==> src/adc_cfg_pkg.sv <==
// package for the gain and format configuration register bank
// assumes one 100 MHz clock and a plain strobe register port
package adc_cfg_pkg;

	localparam logic [7:0] gain_cfg_addr   = 8'h03;
	localparam logic [7:0] format_cfg_addr = 8'h04;
	localparam logic [7:0] opmode_cfg_addr = 8'h10;
	localparam logic [7:0] status_addr     = 8'h11;
	localparam logic [7:0] result_addr     = 8'h12;
	localparam logic [7:0] gain_cfg_rst    = 8'h8b;
	localparam logic [7:0] format_cfg_rst  = 8'h00;
	localparam logic [1:0] opmode_rst      = 2'h0;

	localparam int bias_msb    = 7;
	localparam int gain_msb    = 5;
	localparam int autozero_b  = 2;
	localparam int convmode_msb = 7;
	localparam int format_msb  = 5;
	localparam int crcfmt_b    = 3;
	localparam int crcen_b     = 2;
	localparam int offcal_b    = 1;
	localparam int gaincal_b   = 0;

	localparam logic [1:0] mode_convert  = 2'h3;
	localparam logic [1:0] mode_standby  = 2'h2;
	localparam logic [1:0] mode_shutdown = 2'h0;

	localparam logic [1:0] conv_continuous = 2'h3;
	localparam logic [1:0] conv_oneshot_sb = 2'h2;

	localparam logic [1:0] fmt_16     = 2'h0;
	localparam logic [1:0] fmt_32_left = 2'h1;
	localparam logic [1:0] fmt_32_sgn = 2'h2;
	localparam logic [1:0] fmt_32_channel_identifier = 2'h3;

	typedef struct packed {
		logic [1:0] bias_current_select;
		logic [2:0] gain_code;
		logic       input_autozero_enable;
		logic [1:0] reserved_ones;
	} gain_cfg_type;

	typedef struct packed {
		logic [1:0] conversion_mode_select;
		logic [1:0] output_format;
		logic       checksum_format;
		logic       read_checksum_enable;
		logic       offset_correction_enable;
		logic       gain_correction_enable;
	} format_cfg_type;

	typedef struct packed {
		logic [2:0] analog_gain_code;
		logic [1:0] digital_shift;
		logic       autozero;
		logic       double_time;
		logic       continuous;
		logic       offset_cal;
		logic       gain_cal;
		logic [1:0] bias;
		logic [1:0] format;
		logic       crc_wide;
		logic       crc_enable;
	} core_ctrl_type;

endpackage : adc_cfg_pkg

==> src/adc_result_formatter.sv <==
// result path: corrections, clamping and output word formatting
// assumes a 17-bit signed raw result and 16-bit correction words
`timescale 1ns/1ps
`default_nettype none
module adc_result_formatter (
	input  wire logic        i_ref_clk,
	input  wire logic        i_arst_n,
	input  wire logic        i_valid,
	input  wire logic [16:0] i_raw,
	input  wire logic [3:0]  i_channel_identifier,
	input  wire logic [1:0]  i_digital_shift,
	input  wire logic        i_offset_cal,
	input  wire logic        i_gain_cal,
	input  wire logic [15:0] i_offset_word,
	input  wire logic [15:0] i_gain_word,
	input  wire logic [1:0]  i_format,
	output logic      [31:0] o_word,
	output logic             o_valid
);
	logic signed [19:0] shifted;
	logic signed [19:0] with_offset;
	logic signed [37:0] gain_product;
	logic signed [19:0] corrected;
	logic        [15:0] clamped16;
	logic        [16:0] overrange17;
	logic        [31:0] word_d;
	logic        [31:0] word_q;
	logic               valid_q;

	function automatic logic [16:0] sat17(input logic signed [19:0] v);
		if (v > 20'sd65535)
			return 17'h0ffff;
		else if (v < -20'sd65536)
			return 17'h10000;
		else
			return v[16:0];
	endfunction : sat17

	// upper gain codes get a digital x2 or x4 after the analog x16
	assign shifted = 20'(signed'(i_raw)) <<< i_digital_shift;
	assign with_offset = i_offset_cal ? shifted + 20'(signed'(i_offset_word)) : shifted;
	// gain word is unity at 0x8000, so the product keeps fifteen fraction bits
	assign gain_product = 38'(with_offset) * 38'(signed'({2'h0, i_gain_word}));
	assign corrected = i_gain_cal ? 20'(gain_product >>> 15) : with_offset;
	assign overrange17 = sat17(corrected);
	// 16-bit formats lock at full scale and cannot show overrange
	assign clamped16 = (corrected > 20'sd32767) ? 16'hffff :
		(corrected < -20'sd32768) ? 16'h8000 : corrected[15:0];
	assign word_d = (i_format == adc_cfg_pkg::fmt_16)      ? {16'h0000, clamped16} :
		(i_format == adc_cfg_pkg::fmt_32_left) ? {clamped16, 16'h0000} :
		(i_format == adc_cfg_pkg::fmt_32_sgn)  ? {{15{overrange17[16]}}, overrange17} :
		{i_channel_identifier, {11{overrange17[16]}}, overrange17};

	always_ff @(posedge i_ref_clk or negedge i_arst_n) begin
		if (!i_arst_n) begin
			word_q  <= 32'h0;
			valid_q <= 1'b0;
		end else begin
			if (i_valid)
				word_q <= word_d;
			valid_q <= i_valid;
		end
	end

	assign o_word  = word_q;
	assign o_valid = valid_q;
endmodule : adc_result_formatter
`default_nettype wire

==> src/adc_gain_format_config_regs.sv <==
// gain and output-format configuration registers of the converter core
// assumes a host register port on i_ref_clk and a converter core that pulses done
// Summary of operation
// - bias field bits 7-6 scale current: 11 x2, 10 x1 reset, 01 x0.66, 00 x0.5
// - gain field maps 000 1/3, 001 unity reset, up to 111 x64
// - gain codes 110 and 111 use analog x16 then digital x2 or x4
// - autozero bit enables input autozeroing and doubles conversion time
// - with autozero, continuous requests run as back-to-back single conversions
// - conversion mode 11 converts or scans continuously
// - conversion mode 10 does one conversion then sets operating mode standby
// - conversion mode 0x does one conversion then sets operating mode shutdown
// - format 00 gives 16-bit word clamped at 0xffff or 0x8000
// - format 01 gives result left justified above sixteen zero bits
// - format 10 gives sixteen sign bits above the result, overrange allowed
// - format 11 gives channel id, twelve sign bits, then the result
// - checksum format bit selects 16-bit or 32-bit read checksum
// - read checksum enable appends checksum to reads, config checksum unaffected
// - offset correction enable applies stored offset, cleared at reset
// - bit 0 gain correction enable is read-only to the port, so it stays cleared from reset
// - operating mode 11 converting, 10 standby, 0x shutdown, 00 at reset
// - presented result already includes enabled offset and gain corrections
//
// Design decision made here: strobed register access.
`timescale 1ns/1ps
`default_nettype none
module adc_gain_format_config_regs (
	input  wire logic        i_ref_clk,
	input  wire logic        i_arst_n,
	input  wire logic [7:0]  i_addr,
	input  wire logic [7:0]  i_wdata,
	input  wire logic        i_wr,
	input  wire logic        i_rd,
	output logic      [31:0] o_rdata,
	input  wire logic        i_conv_done,
	input  wire logic [16:0] i_raw_result,
	input  wire logic [3:0]  i_channel_identifier,
	input  wire logic [15:0] i_offset_word,
	input  wire logic [15:0] i_gain_word,
	output logic             o_conv_start,
	output adc_cfg_pkg::core_ctrl_type o_ctrl,
	output logic [1:0]       o_operating_mode,
	output logic [31:0]      o_result_word,
	output logic             o_result_valid
);
	typedef enum logic [1:0] {idle_st, busy_st, restart_st} conv_state_type;

	adc_cfg_pkg::gain_cfg_type   gain_q;
	adc_cfg_pkg::gain_cfg_type   gain_d;
	adc_cfg_pkg::format_cfg_type fmt_q;
	adc_cfg_pkg::format_cfg_type fmt_d;
	adc_cfg_pkg::core_ctrl_type  ctrl_d;
	adc_cfg_pkg::core_ctrl_type  ctrl_q;
	conv_state_type              state_q;
	conv_state_type              state_d;
	logic [1:0]                  mode_q;
	logic [1:0]                  mode_d;
	logic [31:0]                 rdata_d;
	logic [31:0]                 rdata_q;
	logic                        start_d;
	logic                        start_q;
	logic                        wr_gain;
	logic                        wr_fmt;
	logic                        wr_mode;
	logic                        converting;
	logic                        autozero;
	logic                        continuous_run;
	logic                        oneshot_end;
	logic [1:0]                  end_mode;
	logic [1:0]                  dshift;
	logic [2:0]                  analog_code;
	logic [31:0]                 result_word;
	logic                        result_valid;
	logic [3:0]                  conv_count_q;

	function automatic logic [31:0] pad8(input logic [7:0] v);
		return {24'h0, v};
	endfunction : pad8

	assign wr_gain = i_wr && (i_addr == adc_cfg_pkg::gain_cfg_addr);
	assign wr_fmt  = i_wr && (i_addr == adc_cfg_pkg::format_cfg_addr);
	assign wr_mode = i_wr && (i_addr == adc_cfg_pkg::opmode_cfg_addr);

	// reserved low bits are stored as written; software owns keeping them at 11
	assign gain_d = wr_gain ? adc_cfg_pkg::gain_cfg_type'(i_wdata) : gain_q;
	// bit 0 is read-only to the port, so a write keeps the stored gain enable
	assign fmt_d = wr_fmt ? adc_cfg_pkg::format_cfg_type'({i_wdata[7:1], fmt_q.gain_correction_enable}) : fmt_q;

	assign converting = (mode_q == adc_cfg_pkg::mode_convert);
	assign autozero   = gain_q.input_autozero_enable;
	// autozero forbids free running, so continuous becomes repeated one-shots
	assign continuous_run = (fmt_q.conversion_mode_select == adc_cfg_pkg::conv_continuous) && !autozero;
	assign oneshot_end = (state_q == busy_st) && i_conv_done &&
		(fmt_q.conversion_mode_select != adc_cfg_pkg::conv_continuous);
	assign end_mode = (fmt_q.conversion_mode_select == adc_cfg_pkg::conv_oneshot_sb) ?
		adc_cfg_pkg::mode_standby : adc_cfg_pkg::mode_shutdown;

	// the hardware update wins over a software write in the same cycle
	assign mode_d = oneshot_end ? end_mode :
		wr_mode ? i_wdata[1:0] : mode_q;

	always_comb begin
		state_d = state_q;
		start_d = 1'b0;
		unique case (state_q)
			idle_st: begin
				if (converting) begin
					state_d = busy_st;
					start_d = 1'b1;
				end
			end
			busy_st: begin
				if (!converting)
					state_d = idle_st;
				else if (i_conv_done) begin
					if (fmt_q.conversion_mode_select != adc_cfg_pkg::conv_continuous)
						state_d = idle_st;
					else if (!continuous_run)
						state_d = restart_st;
				end
			end
			restart_st: begin
				state_d = converting ? busy_st : idle_st;
				start_d = converting;
			end
		endcase
	end

	// top two codes run the analog stage at x16 and finish digitally
	assign analog_code = (gain_q.gain_code[2:1] == 2'h3) ? 3'h5 : gain_q.gain_code;
	assign dshift = (gain_q.gain_code == 3'h7) ? 2'h2 :
		(gain_q.gain_code == 3'h6) ? 2'h1 : 2'h0;

	assign ctrl_d = '{analog_gain_code: analog_code,
		digital_shift: dshift,
		autozero:    autozero,
		double_time: autozero,
		continuous:  continuous_run,
		offset_cal:  fmt_q.offset_correction_enable,
		gain_cal:    fmt_q.gain_correction_enable,
		bias:        gain_q.bias_current_select,
		format:      fmt_q.output_format,
		crc_wide:    fmt_q.checksum_format,
		crc_enable:  fmt_q.read_checksum_enable};

	adc_result_formatter u_adc_result_formatter (
		.i_ref_clk            (i_ref_clk),
		.i_arst_n             (i_arst_n),
		.i_valid              (i_conv_done && (state_q == busy_st)),
		.i_raw                (i_raw_result),
		.i_channel_identifier (i_channel_identifier),
		.i_digital_shift      (dshift),
		.i_offset_cal         (fmt_q.offset_correction_enable),
		.i_gain_cal           (fmt_q.gain_correction_enable),
		.i_offset_word        (i_offset_word),
		.i_gain_word          (i_gain_word),
		.i_format             (fmt_q.output_format),
		.o_word               (result_word),
		.o_valid              (result_valid)
	);

	assign rdata_d = !i_rd ? 32'h0 :
		(i_addr == adc_cfg_pkg::gain_cfg_addr)   ? pad8(gain_q) :
		(i_addr == adc_cfg_pkg::format_cfg_addr) ? pad8(fmt_q) :
		(i_addr == adc_cfg_pkg::opmode_cfg_addr) ? {30'h0, mode_q} :
		(i_addr == adc_cfg_pkg::status_addr)     ? {26'h0, conv_count_q, state_q} :
		(i_addr == adc_cfg_pkg::result_addr)     ? result_word : 32'h0;

	always_ff @(posedge i_ref_clk or negedge i_arst_n) begin
		if (!i_arst_n) begin
			gain_q  <= adc_cfg_pkg::gain_cfg_rst;
			fmt_q   <= adc_cfg_pkg::format_cfg_rst;
			mode_q  <= adc_cfg_pkg::opmode_rst;
			state_q <= idle_st;
			start_q <= 1'b0;
			ctrl_q  <= '0;
			rdata_q <= 32'h0;
		end else begin
			gain_q  <= gain_d;
			fmt_q   <= fmt_d;
			mode_q  <= mode_d;
			state_q <= state_d;
			start_q <= start_d;
			ctrl_q  <= ctrl_d;
			rdata_q <= rdata_d;
		end
	end

	// diagnostic count of finished conversions, wraps freely
	always_ff @(posedge i_ref_clk or negedge i_arst_n) begin
		if (!i_arst_n)
			conv_count_q <= 4'h0;
		else if (result_valid)
			conv_count_q <= conv_count_q + 4'h1;
	end

	assign o_rdata          = rdata_q;
	assign o_conv_start     = start_q;
	assign o_ctrl           = ctrl_q;
	assign o_operating_mode = mode_q;
	assign o_result_word    = result_word;
	assign o_result_valid   = result_valid;
endmodule : adc_gain_format_config_regs
`default_nettype wire

==> config.mk <==
export PLATFORM = sky130hd
export DESIGN_NAME = adc_gain_format_config_regs
export DESIGN_NICKNAME = d
export VERILOG_FILES = /design/src/adc_cfg_pkg.sv /design/src/adc_result_formatter.sv /design/src/adc_gain_format_config_regs.sv
export SDC_FILE = /design/constraint.sdc
export NUM_CORES = 1
export LEC_CHECK = 0
export ABC_AREA = 1
export BUFFER_PORTS_ARGS = -buffer_cell sky130_fd_sc_hd__buf_2
export CAP_MARGIN = 20
export CORE_ASPECT_RATIO = 0.8
export CORE_MARGIN = 10
export CORE_UTILIZATION = 45
export CTS_CLUSTER_DIAMETER = 80
export CTS_CLUSTER_SIZE = 8
export DETAILED_ROUTE_END_ITERATION = 6
export GPL_ROUTABILITY_DRIVEN = 0
export PLACE_DENSITY = 0.74
export SYNTH_ARGS = -nofsm -noshare
export SYNTH_HDL_FRONTEND = slang
export SYNTH_SLANG_ARGS = --single-unit
export TNS_END_PERCENT = 10
==> constraint.sdc <==
create_clock -name i_ref_clk -period 4.4 [get_ports i_ref_clk]
set_input_delay 0.44 -clock i_ref_clk [delete_from_list [all_inputs] [get_ports i_ref_clk]]
set_output_delay 0.44 -clock i_ref_clk [all_outputs]
set_load 0.05 [all_outputs]
==> results of run 1 <==
[report_power, final]
group          internal (uW)  leakage, uW  switching, uW
clock network            473     0.000149            351
logic                    320      0.00287            907
registers               1090      0.00136           98.7
total                   1880      0.00438           1360
[registers in the layout (all words and copies together) (netlist names)]
signal                          flops
o_rdata                            32
u_adc_result_formatter.o_word      32
o_ctrl                             14
ctrl_d                              7
gain_q                              5
conv_count_q                        4
fmt_q                               2
o_operating_mode                    2
state_q                             2
autozero                            1
o_conv_start                        1
u_adc_result_formatter.o_valid      1
[worst max-delay path: stages (launching register included)]
cell and delay (ns):
dfrtp_1 0.46, nand2_4 0.18, inv_4 0.21, nand2_2 0.19, inv_2 0.23, nor2_1 0.07
a211oi_1 0.18, nor2_1 0.09, inv_1 0.07, ha_1 0.28, a21oi_1 0.22, nand2_1 0.13
a21oi_1 0.24, nand3_1 0.13, nand2_1 0.08, nand3_1 0.06, nand2_1 0.10, nand3_1 0.10
nand2_1 0.30, nand3_1 0.17, nand2_1 0.09, nand2_1 0.05, nor2_1 0.17, nor2_1 0.06
[how the worst min path moves through the flow]
stage                      to  slack (ns)
floorplan            autozero        0.14
global placement    o_ctrl[4]        0.39
detailed placement  o_ctrl[4]        0.40
CTS                 o_ctrl[9]        0.21
global route        o_ctrl[0]        0.25
finish              o_ctrl[0]        0.19
[stage by stage]
| stage | setup slack [ns] | total power, uW |
|---|---|---|
| 3_3_place_gp | 0.637 | 2410 |
| 2_1_floorplan | 1.44 | 2090 |
| 5_1_grt | 0.00621 | 3420 |
| 4_1_cts | 0.529 | 3260 |
| 6_report | 0.413 | 3240 |
| 3_5_place_dp | 0.553 | 2430 |
[cell usage after synthesis, types with 5 or more instances]
| cell | instances | share of area |
|---|---|---|
| nor2_2 | 6 | 0.0057 |
| a21oi_1 | 46 | 0.035 |
| dfrtp_1 | 99 | 0.38 |
| inv_2 | 5 | 0.0029 |
| xor2_1 | 7 | 0.0094 |
| nor3b_1 | 15 | 0.017 |
| nor2_1 | 49 | 0.028 |
| ha_1 | 20 | 0.038 |
| o21ai_0 | 49 | 0.037 |
| clkbuf_1 | 13 | 0.0075 |
| nand3_2 | 12 | 0.018 |
| nand2_1 | 268 | 0.15 |
| buf_2 | 8 | 0.0061 |
| a221oi_1 | 5 | 0.0067 |
| nand2_2 | 10 | 0.0096 |
| o21a_1 | 6 | 0.0069 |
| nand4_1 | 9 | 0.0086 |
| nand3_1 | 37 | 0.028 |
| o22ai_1 | 7 | 0.0067 |
| a21boi_1 | 14 | 0.016 |
| nor3_1 | 9 | 0.0069 |
| inv_1 | 119 | 0.068 |
[logic make-up after synthesis]
kind of cell	after synthesis	synth area share
AOI/OAI and AO/OA	152	0.138
xor gates and xnor gates	11	0.0147
adders and majority gates	21	0.0413
buffers and inverters	155	0.0994
DFF	103	0.394
muxes	1	0.00153
other	1	0.000573
and+or+nand+nor	439	0.310
[metal layers]
metal / global-route usage / routed length [um] / part of all wire / vias to the layer above
met2: 0.288 / 8380 / 0.44 / 256
met1: 0.258 / 8780 / 0.46 / 2905
met3: 0.0553 / 1550 / 0.082 / 25
met5: 0 / 7 / 0.00037 / -
met4: 0.0394 / 249 / 0.013 / 2
li1: - / - / - / 3093
[layout make-up]
| class | instances | area, um2 |
|---|---|---|
| sequential | 103 | 2580 |
| fill | 1383 | 6600 |
| multi-input combinational | 625 | 3320 |
| timing repair buffer | 145 | 741 |
| tap | 184 | 230 |
| inverter | 125 | 472 |
| clock buffer | 12 | 256 |
| clock inverter | 4 | 51.3 |
==> out/qor.csv, run 1 <==
metric,value,unit
hold_path.class,in -> async,
fin_skew,0.00860,ns
clockRootBuffer,clkbuf_16,
first_pass_iters,7,
rsz0062_at_grt,no,
antennaDiodeCount,0,
place_area,7340,um2
first_iter_violations,528,
fmax,0.251,GHz
syn-num-nets,978,
startpoint,gain_q[5],
antenna_found_initial,1,
final_cell_mix,"268 x nand2_1, 139 x buf_2, 119 x inv_1, 99 x dfrtp_1",
drc,0,
rr_worst_depth,23,
hold_slack,0.190,ns
maxCapViolCount,0,
drv_slew,0,
syn_to_final_growth,16.8,%
vias,6281,
final_common_cell,nand2_1,
fp-row-count,39,
die_h,128,um
viasPerCell,5.24,
post-route-util,0.537,
dp.cells,1182,
synth.avg_cell_area,7.42,um2
grt_usage,0.188,
drtAntennaViolNets,0,
finalHoldViolCount,0,
cts.path.max_buffers,2,
cp.arrival,4.22,ns
cts.sink_count,103,
setup_viol,0,
ir_drop,0.000308,V
design_area,7650,um2
h-tree-depth,3,
grt_remaining_overflow,0,
cts_buffers,9,
cp-end-kind,flop,
ctsHoldBuffers,0,
cts_tree,yes,
crit_end,u_adc_result_formatter.o_word[15],
routed_wl,19000,um
nets,1104,
instances_no_fill,1198,
drive_gt1_frac,0.211,
start_util,0.460,
syn-cell-area,6550,um2
yosysSeqAreaShare,0.394,
post_cts_buffers,0,
insertion_delay,0.35,ns
cellLeakagePower,0.00438,uW
criticalPathCategory,reg -> reg,
grt_pass1_vias,5935,
crit_fanout,14,
fin_crit_sh,0.906,
synth_edf_count,0,
ys_async_sr_fraction,1.00,
coreArea,14200,um2
yosys_warnings,0,
worst_pin_slew,0.970,ns
clk_pin_slew,0.07,ns
routedWlPerCell,15.8,um
period_minus_slack,3.99,ns
p_per_area,424,nW/um2
yosys.cell_types.count,55,
die_area,19800,um2
ys_ff_latch,103,
r2r_start,gain_q[5],
max_slew_margin,0.351,
grt_start_max_net_pins,67,
die_x,155,um
grt_pass1_wl,30600,um
portBuffers,140,
critPathRequiredTime,4.64,ns
synth_cells,883,
synthFlopType,dfrtp_1,
ctsResizeCount,0,
regToRegEndpoint,u_adc_result_formatter.o_word[15],
status,finished clean,
io_pins,158,
r2r_slack,0.41,ns
finalSetupTns,0,ns
cp-start-kind,flop,
hpwl,14600,um
Power figures use the tool's default switching activity.
==> run 2: changes to the inputs <==
--- a/config.mk
+++ b/config.mk
@@ -5,7 +5,7 @@
 export SDC_FILE = /design/constraint.sdc
 export NUM_CORES = 1
 export LEC_CHECK = 0
-export ABC_AREA = 1
+export ABC_AREA = 0
 export BUFFER_PORTS_ARGS = -buffer_cell sky130_fd_sc_hd__buf_2
 export CAP_MARGIN = 20
 export CORE_ASPECT_RATIO = 0.8
@@ -15,7 +15,7 @@
 export CTS_CLUSTER_SIZE = 8
 export DETAILED_ROUTE_END_ITERATION = 6
 export GPL_ROUTABILITY_DRIVEN = 0
-export PLACE_DENSITY = 0.74
+export PLACE_DENSITY = 0.75
 export SYNTH_ARGS = -nofsm -noshare
 export SYNTH_HDL_FRONTEND = slang
 export SYNTH_SLANG_ARGS = --single-unit
==> out/qor.csv, run 2 <==
metric,value,unit,change
cts.sink_count,103,,unchanged
worst_path_max_delay_cell,dfrtp_1,,
vias,5232,,-17%
crit_top_cell,buf_4,,
yosys.cell_types.count,71,,+29%
h-tree-depth,3,,unchanged
fin_skew,0.00640,ns,-0.00220 ns
netlist_top_cells_area,"dfrtp_1 42%, nand2_1 4.6%, mux2_2 4.4%",,
grt_start_max_net_pins,64,,-4.5%
fmax,0.246,GHz,-1.7%
cts_buffers,9,,unchanged
grt_remaining_overflow,0,,unchanged
drc,0,,unchanged
fin_crit_sh,0.922,,+0.0160
instances_no_fill,906,,-24%
crit_fanout,17,,+3
switching_power,708,uW,-48%
first_pass_iters,5,,-2
syn-cell-area,5840,um2,-11%
period_minus_slack,4.06,ns,+0.0706 ns
worst_pin_slew,0.943,ns,-0.0270 ns
grt_pass1_vias,5223,,-12%
worstPathCellList,nand2_2 > buf_4 > buf_4 > o21ai_0 > ha_1 > a21oi_1 > o211ai_1 > a21o_1 > or2_2 > o21bai_2 > buf_4 > nor2_1 > o21ai_1 > and2b_1 > o211ai_2,,
fp-row-count,37,,-5.1%
startpoint,gain_q[5],,
grt_usage,0.186,,-0.00235
yosysMostFrequentCell,dfrtp_1,,
io_pins,158,,unchanged
yosys_warnings,0,,unchanged
fill_cells,1127,,-19%
rsz0062_at_grt,no,,
coreArea,12800,um2,-10%
cp-start-kind,flop,,
intPower,1600,uW,-15%
cp.arrival,4.27,ns,+0.05 ns
max_slew_margin,0.369,,+0.0187
cts_tree,yes,,
grt_pass1_wl,27300,um,-11%
die_x,147,um,-4.9%
start_util,0.457,,-0.00279
synthFlopType,dfrtp_1,,
synth.avg_cell_area,9.93,um2,+34%
place_ws,0.244,ns,-0.309 ns
synth_cells,588,,-33%
ctsResizeCount,0,,unchanged
yosysSeqAreaShare,0.442,,+0.0481
drv_slew,0,,unchanged
maxCapViolCount,0,,unchanged
syn-num-nets,683,,-30%
setup_viol,0,,unchanged
dp.cells,889,,-25%
slowest_delay,0.47,ns,about the same
die_h,122,um,-4.7%
viasPerCell,5.77,,+10%
insertion_delay,0.35,ns,about the same
ir_drop,0.000174,V,-44%
drive_gt1_frac,0.323,,+0.112
clk_pin_slew,0.07,ns,about the same
criticalPathCategory,reg -> reg,,
ys_ff_latch,103,,unchanged
cp-end-kind,flop,,
r2r_start,gain_q[5],,
drtAntennaViolNets,0,,unchanged
die_area,18000,um2,-9.4%
sequentialPowerShare,0.439,,+0.072
first_iter_violations,462,,-13%
status,finished clean,,
synth_top_area_share,0.424,,+0.0461
synth_edf_count,0,,unchanged
ys_async_sr_fraction,1.00,,unchanged
finalHoldViolCount,0,,unchanged
antenna_found_initial,1,,unchanged
hold_path.class,in -> async,,
clockRootBuffer,clkbuf_16,,
cellLeakagePower,0.00362,uW,-17%
post_cts_buffers,0,,unchanged
finalSetupTns,0,ns,unchanged
final_common_cell,buf_2,,
p_per_area,326,nW/um2,-23%
timing.final.ws_setup,0.342,ns,-0.0706 ns
hpwl,13300,um,-8.7%
hold_slack,0.171,ns,-0.0188 ns
portBuffers,140,,unchanged
synth.top_cells.by_count,"99 x dfrtp_1, 72 x nand2_1, 34 x nor2_1",,
final_cell_mix,"139 x buf_2, 99 x dfrtp_1, 71 x nand2_1, 34 x nor2_1, 27 x and3_1",,
post-route-util,0.554,,+0.0175
routed_wl,17200,um,-9.4%
p_comb_frac,0.204,,-0.175
routedWlPerCell,19.0,um,+20%
power.share.clock,0.357,,+0.103
syn_to_final_growth,21.3,%,
critPathRequiredTime,4.61,ns,-0.03 ns
ctsHoldBuffers,0,,unchanged
nets,820,,-26%
yosysTopAreaCell,dfrtp_1,,
cts.path.max_buffers,2,,unchanged
swShare,0.306,,-0.112
run 2: cell type report:
type / instances / area, um2 / area share
inverter: 13 / 48.8 / 0.00689
clock inverter: 6 / 75.1 / 0.0106
clock buffer: 10 / 239 / 0.0337
tap: 175 / 219 / 0.0309
antenna: 1 / 2.50 / 0.000353
timing repair buffer: 156 / 823 / 0.116
sequential: 103 / 2580 / 0.365
multi-input combinational: 442 / 3090 / 0.437
run 2: per-stage QoR:
stage / power (uW) / area (um2)
2_1_floorplan: 1350 / 5840
6_report: 2310 / 7080
3_3_place_gp: 1480 / 6750
5_1_grt: 2400 / 7080
4_1_cts: 2320 / 7060
3_5_place_dp: 1500 / 6750
run 2: power by group through the flow:
stage	registers (uW)	logic, uW	clock network (uW)
after detailed placement	1030	463	0
after global routing	1020	512	868
after floorplan	1100	243	0
after CTS	1020	466	836
final	1020	471	824
after global placement	1030	452	0
run 2: final timing paths:
path                                                          to  slack, ns  cells after the start
min in group i_ref_clk                                 ctrl_d[5]       0.34                      2
worst min-delay path                                   o_ctrl[5]       0.17                      1
worst max register to register  u_adc_result_formatter.o_word[2]       0.34                     15
max in group asynchronous                              gain_q[3]       3.19                      2
worst min register to register                         o_ctrl[4]       0.40                      0
worst max-delay path            u_adc_result_formatter.o_word[2]       0.34                     15
run 2: routing by layer:
layer / global-route usage / share of wire / vias to the layer above
met3: 0.0656 / 0.10 / 31
li1: - / - / 2439
met5: 0 / 0 / -
met1: 0.233 / 0.41 / 2501
met2: 0.297 / 0.46 / 261
met4: 0.0587 / 0.024 / 0
run 2: critical path, delay by kind of cell (launching register included):
family,cells,cell delay [ns]
fa+ha+maj,1,0.37
simple gates,4,0.89
buf+inv,3,0.66
compound gates,7,1.53
flops,1,0.47
run 2: logic make-up after synthesis:
group | count (synthesis) | share of synthesized area
compound gates | 154 | 0.203
xor+xnor | 14 | 0.0210
fa+ha+maj | 21 | 0.0463
buf+inv | 43 | 0.0313
flops | 103 | 0.442
mux | 45 | 0.0827
other cells | 1 | 0.000642
simple gates | 207 | 0.172
==> run 3: changes to the inputs <==
--- a/config.mk
+++ b/config.mk
@@ -6,7 +6,6 @@
 export NUM_CORES = 1
 export LEC_CHECK = 0
 export ABC_AREA = 0
-export BUFFER_PORTS_ARGS = -buffer_cell sky130_fd_sc_hd__buf_2
 export CAP_MARGIN = 20
 export CORE_ASPECT_RATIO = 0.8
 export CORE_MARGIN = 10
@@ -14,8 +13,11 @@
 export CTS_CLUSTER_DIAMETER = 80
 export CTS_CLUSTER_SIZE = 8
 export DETAILED_ROUTE_END_ITERATION = 6
+export DONT_BUFFER_PORTS = 1
 export GPL_ROUTABILITY_DRIVEN = 0
-export PLACE_DENSITY = 0.75
+export PLACE_DENSITY = 0.65
+export RECOVER_POWER = 25
+export SETUP_SLACK_MARGIN = 0.02
 export SYNTH_ARGS = -nofsm -noshare
 export SYNTH_HDL_FRONTEND = slang
 export SYNTH_SLANG_ARGS = --single-unit
==> out/qor.csv, run 3 (synthesized netlist as in run 2, its figures left out) <==
metric,value,unit,change
fp-row-count,37,,unchanged
intPower,1500,uW,-6.4%
drtAntennaViolNets,0,,unchanged
vias,4604,,-12%
cp_top_family,compound AO/OA/AOI/OAI gates,,
instances_no_fill,760,,-16%
crit_buf_inv,1,,-2
grt_start_max_net_pins,104,,+63%
coreArea,12800,um2,unchanged
swShare,0.318,,+0.0118
first_pass_iters,5,,unchanged
hold_path.class,in -> reg,,
fin_crit_sh,0.930,,+0.00753
finalHoldViolCount,0,,unchanged
grt_remaining_overflow,0,,unchanged
hpwl,12800,um,-3.9%
finalSetupTns,0,ns,unchanged
power.share.clock,0.355,,-0.002
drc,0,,unchanged
ir_drop,0.000181,V,+3.7%
post-route-util,0.494,,-0.0607
cts_tree,yes,,
p_comb_frac,0.142,,-0.062
worst_path_max_delay_cell,dfstp_2,,
start_util,0.457,,unchanged
crit_fanout,15,,-2
final_cell_mix,"99 x dfrtp_1, 71 x nand2_1, 34 x nor2_1, 27 x a21oi_1, 27 x and3_1",,
cp.depth,14,,-1
slowest_delay,0.70,ns,+0.23 ns
worstPathCellList,mux2i_1 > nor2_1 > a21oi_1 > inv_1 > ha_1 > a21oi_2 > o211ai_2 > o211a_1 > a211oi_2 > o221ai_2 > o311ai_4 > nand2_2 > o21a_2 > o211ai_1,,
nets,675,,-18%
rsz0062_at_grt,no,,
clk_pin_slew,0.08,ns,about the same
dp.cells,743,,-16%
fin_skew,0.00780,ns,+0.00140 ns
grt_usage,0.181,,-0.00547
hold_slack,0.233,ns,+0.0620 ns
p_per_area,349,nW/um2,+7.0%
place_area,6000,um2,-11%
rr_worst_depth,14,,-1
first_iter_violations,433,,-6.3%
grt_pass1_vias,4509,,-14%
cts_buffers,9,,unchanged
cellLeakagePower,0.00292,uW,-19%
sequentialPowerShare,0.503,,+0.064
critPathRequiredTime,4.66,ns,+0.05 ns
routedWlPerCell,21.8,um,+15%
fmax,0.244,GHz,-0.81%
switching_power,701,uW,-1.1%
die_h,122,um,unchanged
h-tree-depth,3,,unchanged
cts.sink_count,103,,unchanged
min_path_cells,1,,
die_area,18000,um2,unchanged
routed_wl,16600,um,-3.5%
worst_pin_slew,2.44,ns,+1.49 ns
io_pins,158,,unchanged
cp-start-kind,flop,,
clockRootBuffer,clkbuf_16,,
antennaDiodeCount,0,,-1
final_common_cell,dfrtp_1,,
cp-end-kind,flop,,
cts.path.max_buffers,2,,unchanged
drive_gt1_frac,0.150,,-0.173
period_minus_slack,4.09,ns,+0.0331 ns
design_area,6310,um2,-11%
portBuffers,0,,-100%
criticalPathCategory,reg -> reg,,
violations,"max-capacitance violations, max-slew violations",,
max_slew_margin,-0.625,,-0.995
die_x,147,um,unchanged
maxCapViolCount,1,,+1
drv_slew,104,,+104
fill_cells,1176,,+4.3%
cp.arrival,4.35,ns,+0.08 ns
syn_to_final_growth,8.04,%,
insertion_delay,0.35,ns,about the same
setup_viol,0,,unchanged
status,"complete, but fails checks",,
grt_pass1_wl,25900,um,-5.0%
antenna_found_initial,0,,-1
viasPerCell,6.06,,+4.9%
==> run 3: area by class of cell <==
| cell class | instances | area (um2) | area share |
|---|---|---|---|
| clock buffers | 9 | 225 | 0.0357 |
| clock inverters | 7 | 71.3 | 0.0113 |
| inverters | 13 | 48.8 | 0.00774 |
| multi-input cells | 442 | 3080 | 0.488 |
| flip-flops and latches | 103 | 2580 | 0.410 |
| well taps | 175 | 219 | 0.0347 |
| repair buffers | 11 | 80.1 | 0.0127 |
==> run 3: power groups by stage <==
stage	Combinational [uW]	Clock (uW)	Sequential (uW)
after floorplan	243	0	1100
after global placement	281	0	1130
after detailed placement	291	0	1130
after CTS	314	797	1110
after global routing	346	829	1110
final	313	781	1110
==> run 3: path summary, 6_finish.rpt <==
check	start	slack, ns	end
setup / recovery	gain_q[3]	0.31	u_adc_result_formatter.o_word[3]
hold / removal	i_rd	0.23	o_rdata[1]
setup reg to reg	gain_q[3]	0.31	u_adc_result_formatter.o_word[3]
hold reg to reg	ctrl_d[1]	0.41	o_ctrl[1]
max in group asynchronous	i_arst_n	2.14	u_adc_result_formatter.o_word[13]
min in group asynchronous	i_arst_n	0.83	o_ctrl[13]
==> run 3: metal layers <==
layer,share of wire,wire length (um),vias up,global-route usage
met5,0,0,-,0
met4,0.0090,149,0,0.0389
met3,0.10,1740,13,0.0708
met2,0.48,7980,186,0.297
met1,0.41,6720,2265,0.222
li1,-,-,2140,-
==> run 3: worst reg2reg max path, delay by kind of cell, from the launching register on <==
family,cells,cell delay (ns)
and+or+nand+nor,2,0.17
DFF,1,0.70
adders and majority gates,1,0.42
AOI/OAI and AO/OA,9,2.37
buffers and inverters,1,0.13
muxes,1,0.22
==> run 3: through the flow <==
step	setup WS [ns]	total power (uW)
6_report	0.309	2200
5_1_grt	0.0272	2290
3_3_place_gp	0.464	1410
4_1_cts	0.365	2220
2_1_floorplan	0.353	1350
3_5_place_dp	0.385	1420
==> run 3: repair_timing <==
| action | 4_1_cts | 5_1_grt |
|---|---|---|
| hold endpoints to repair | 103 | 0 |
| hold buffers | 1 | 0 |
| buffers inserted | 0 | 0 |
| endpoints found under the setup margin | 0 | 14 |
| gates resized for setup | 0 | 1 |
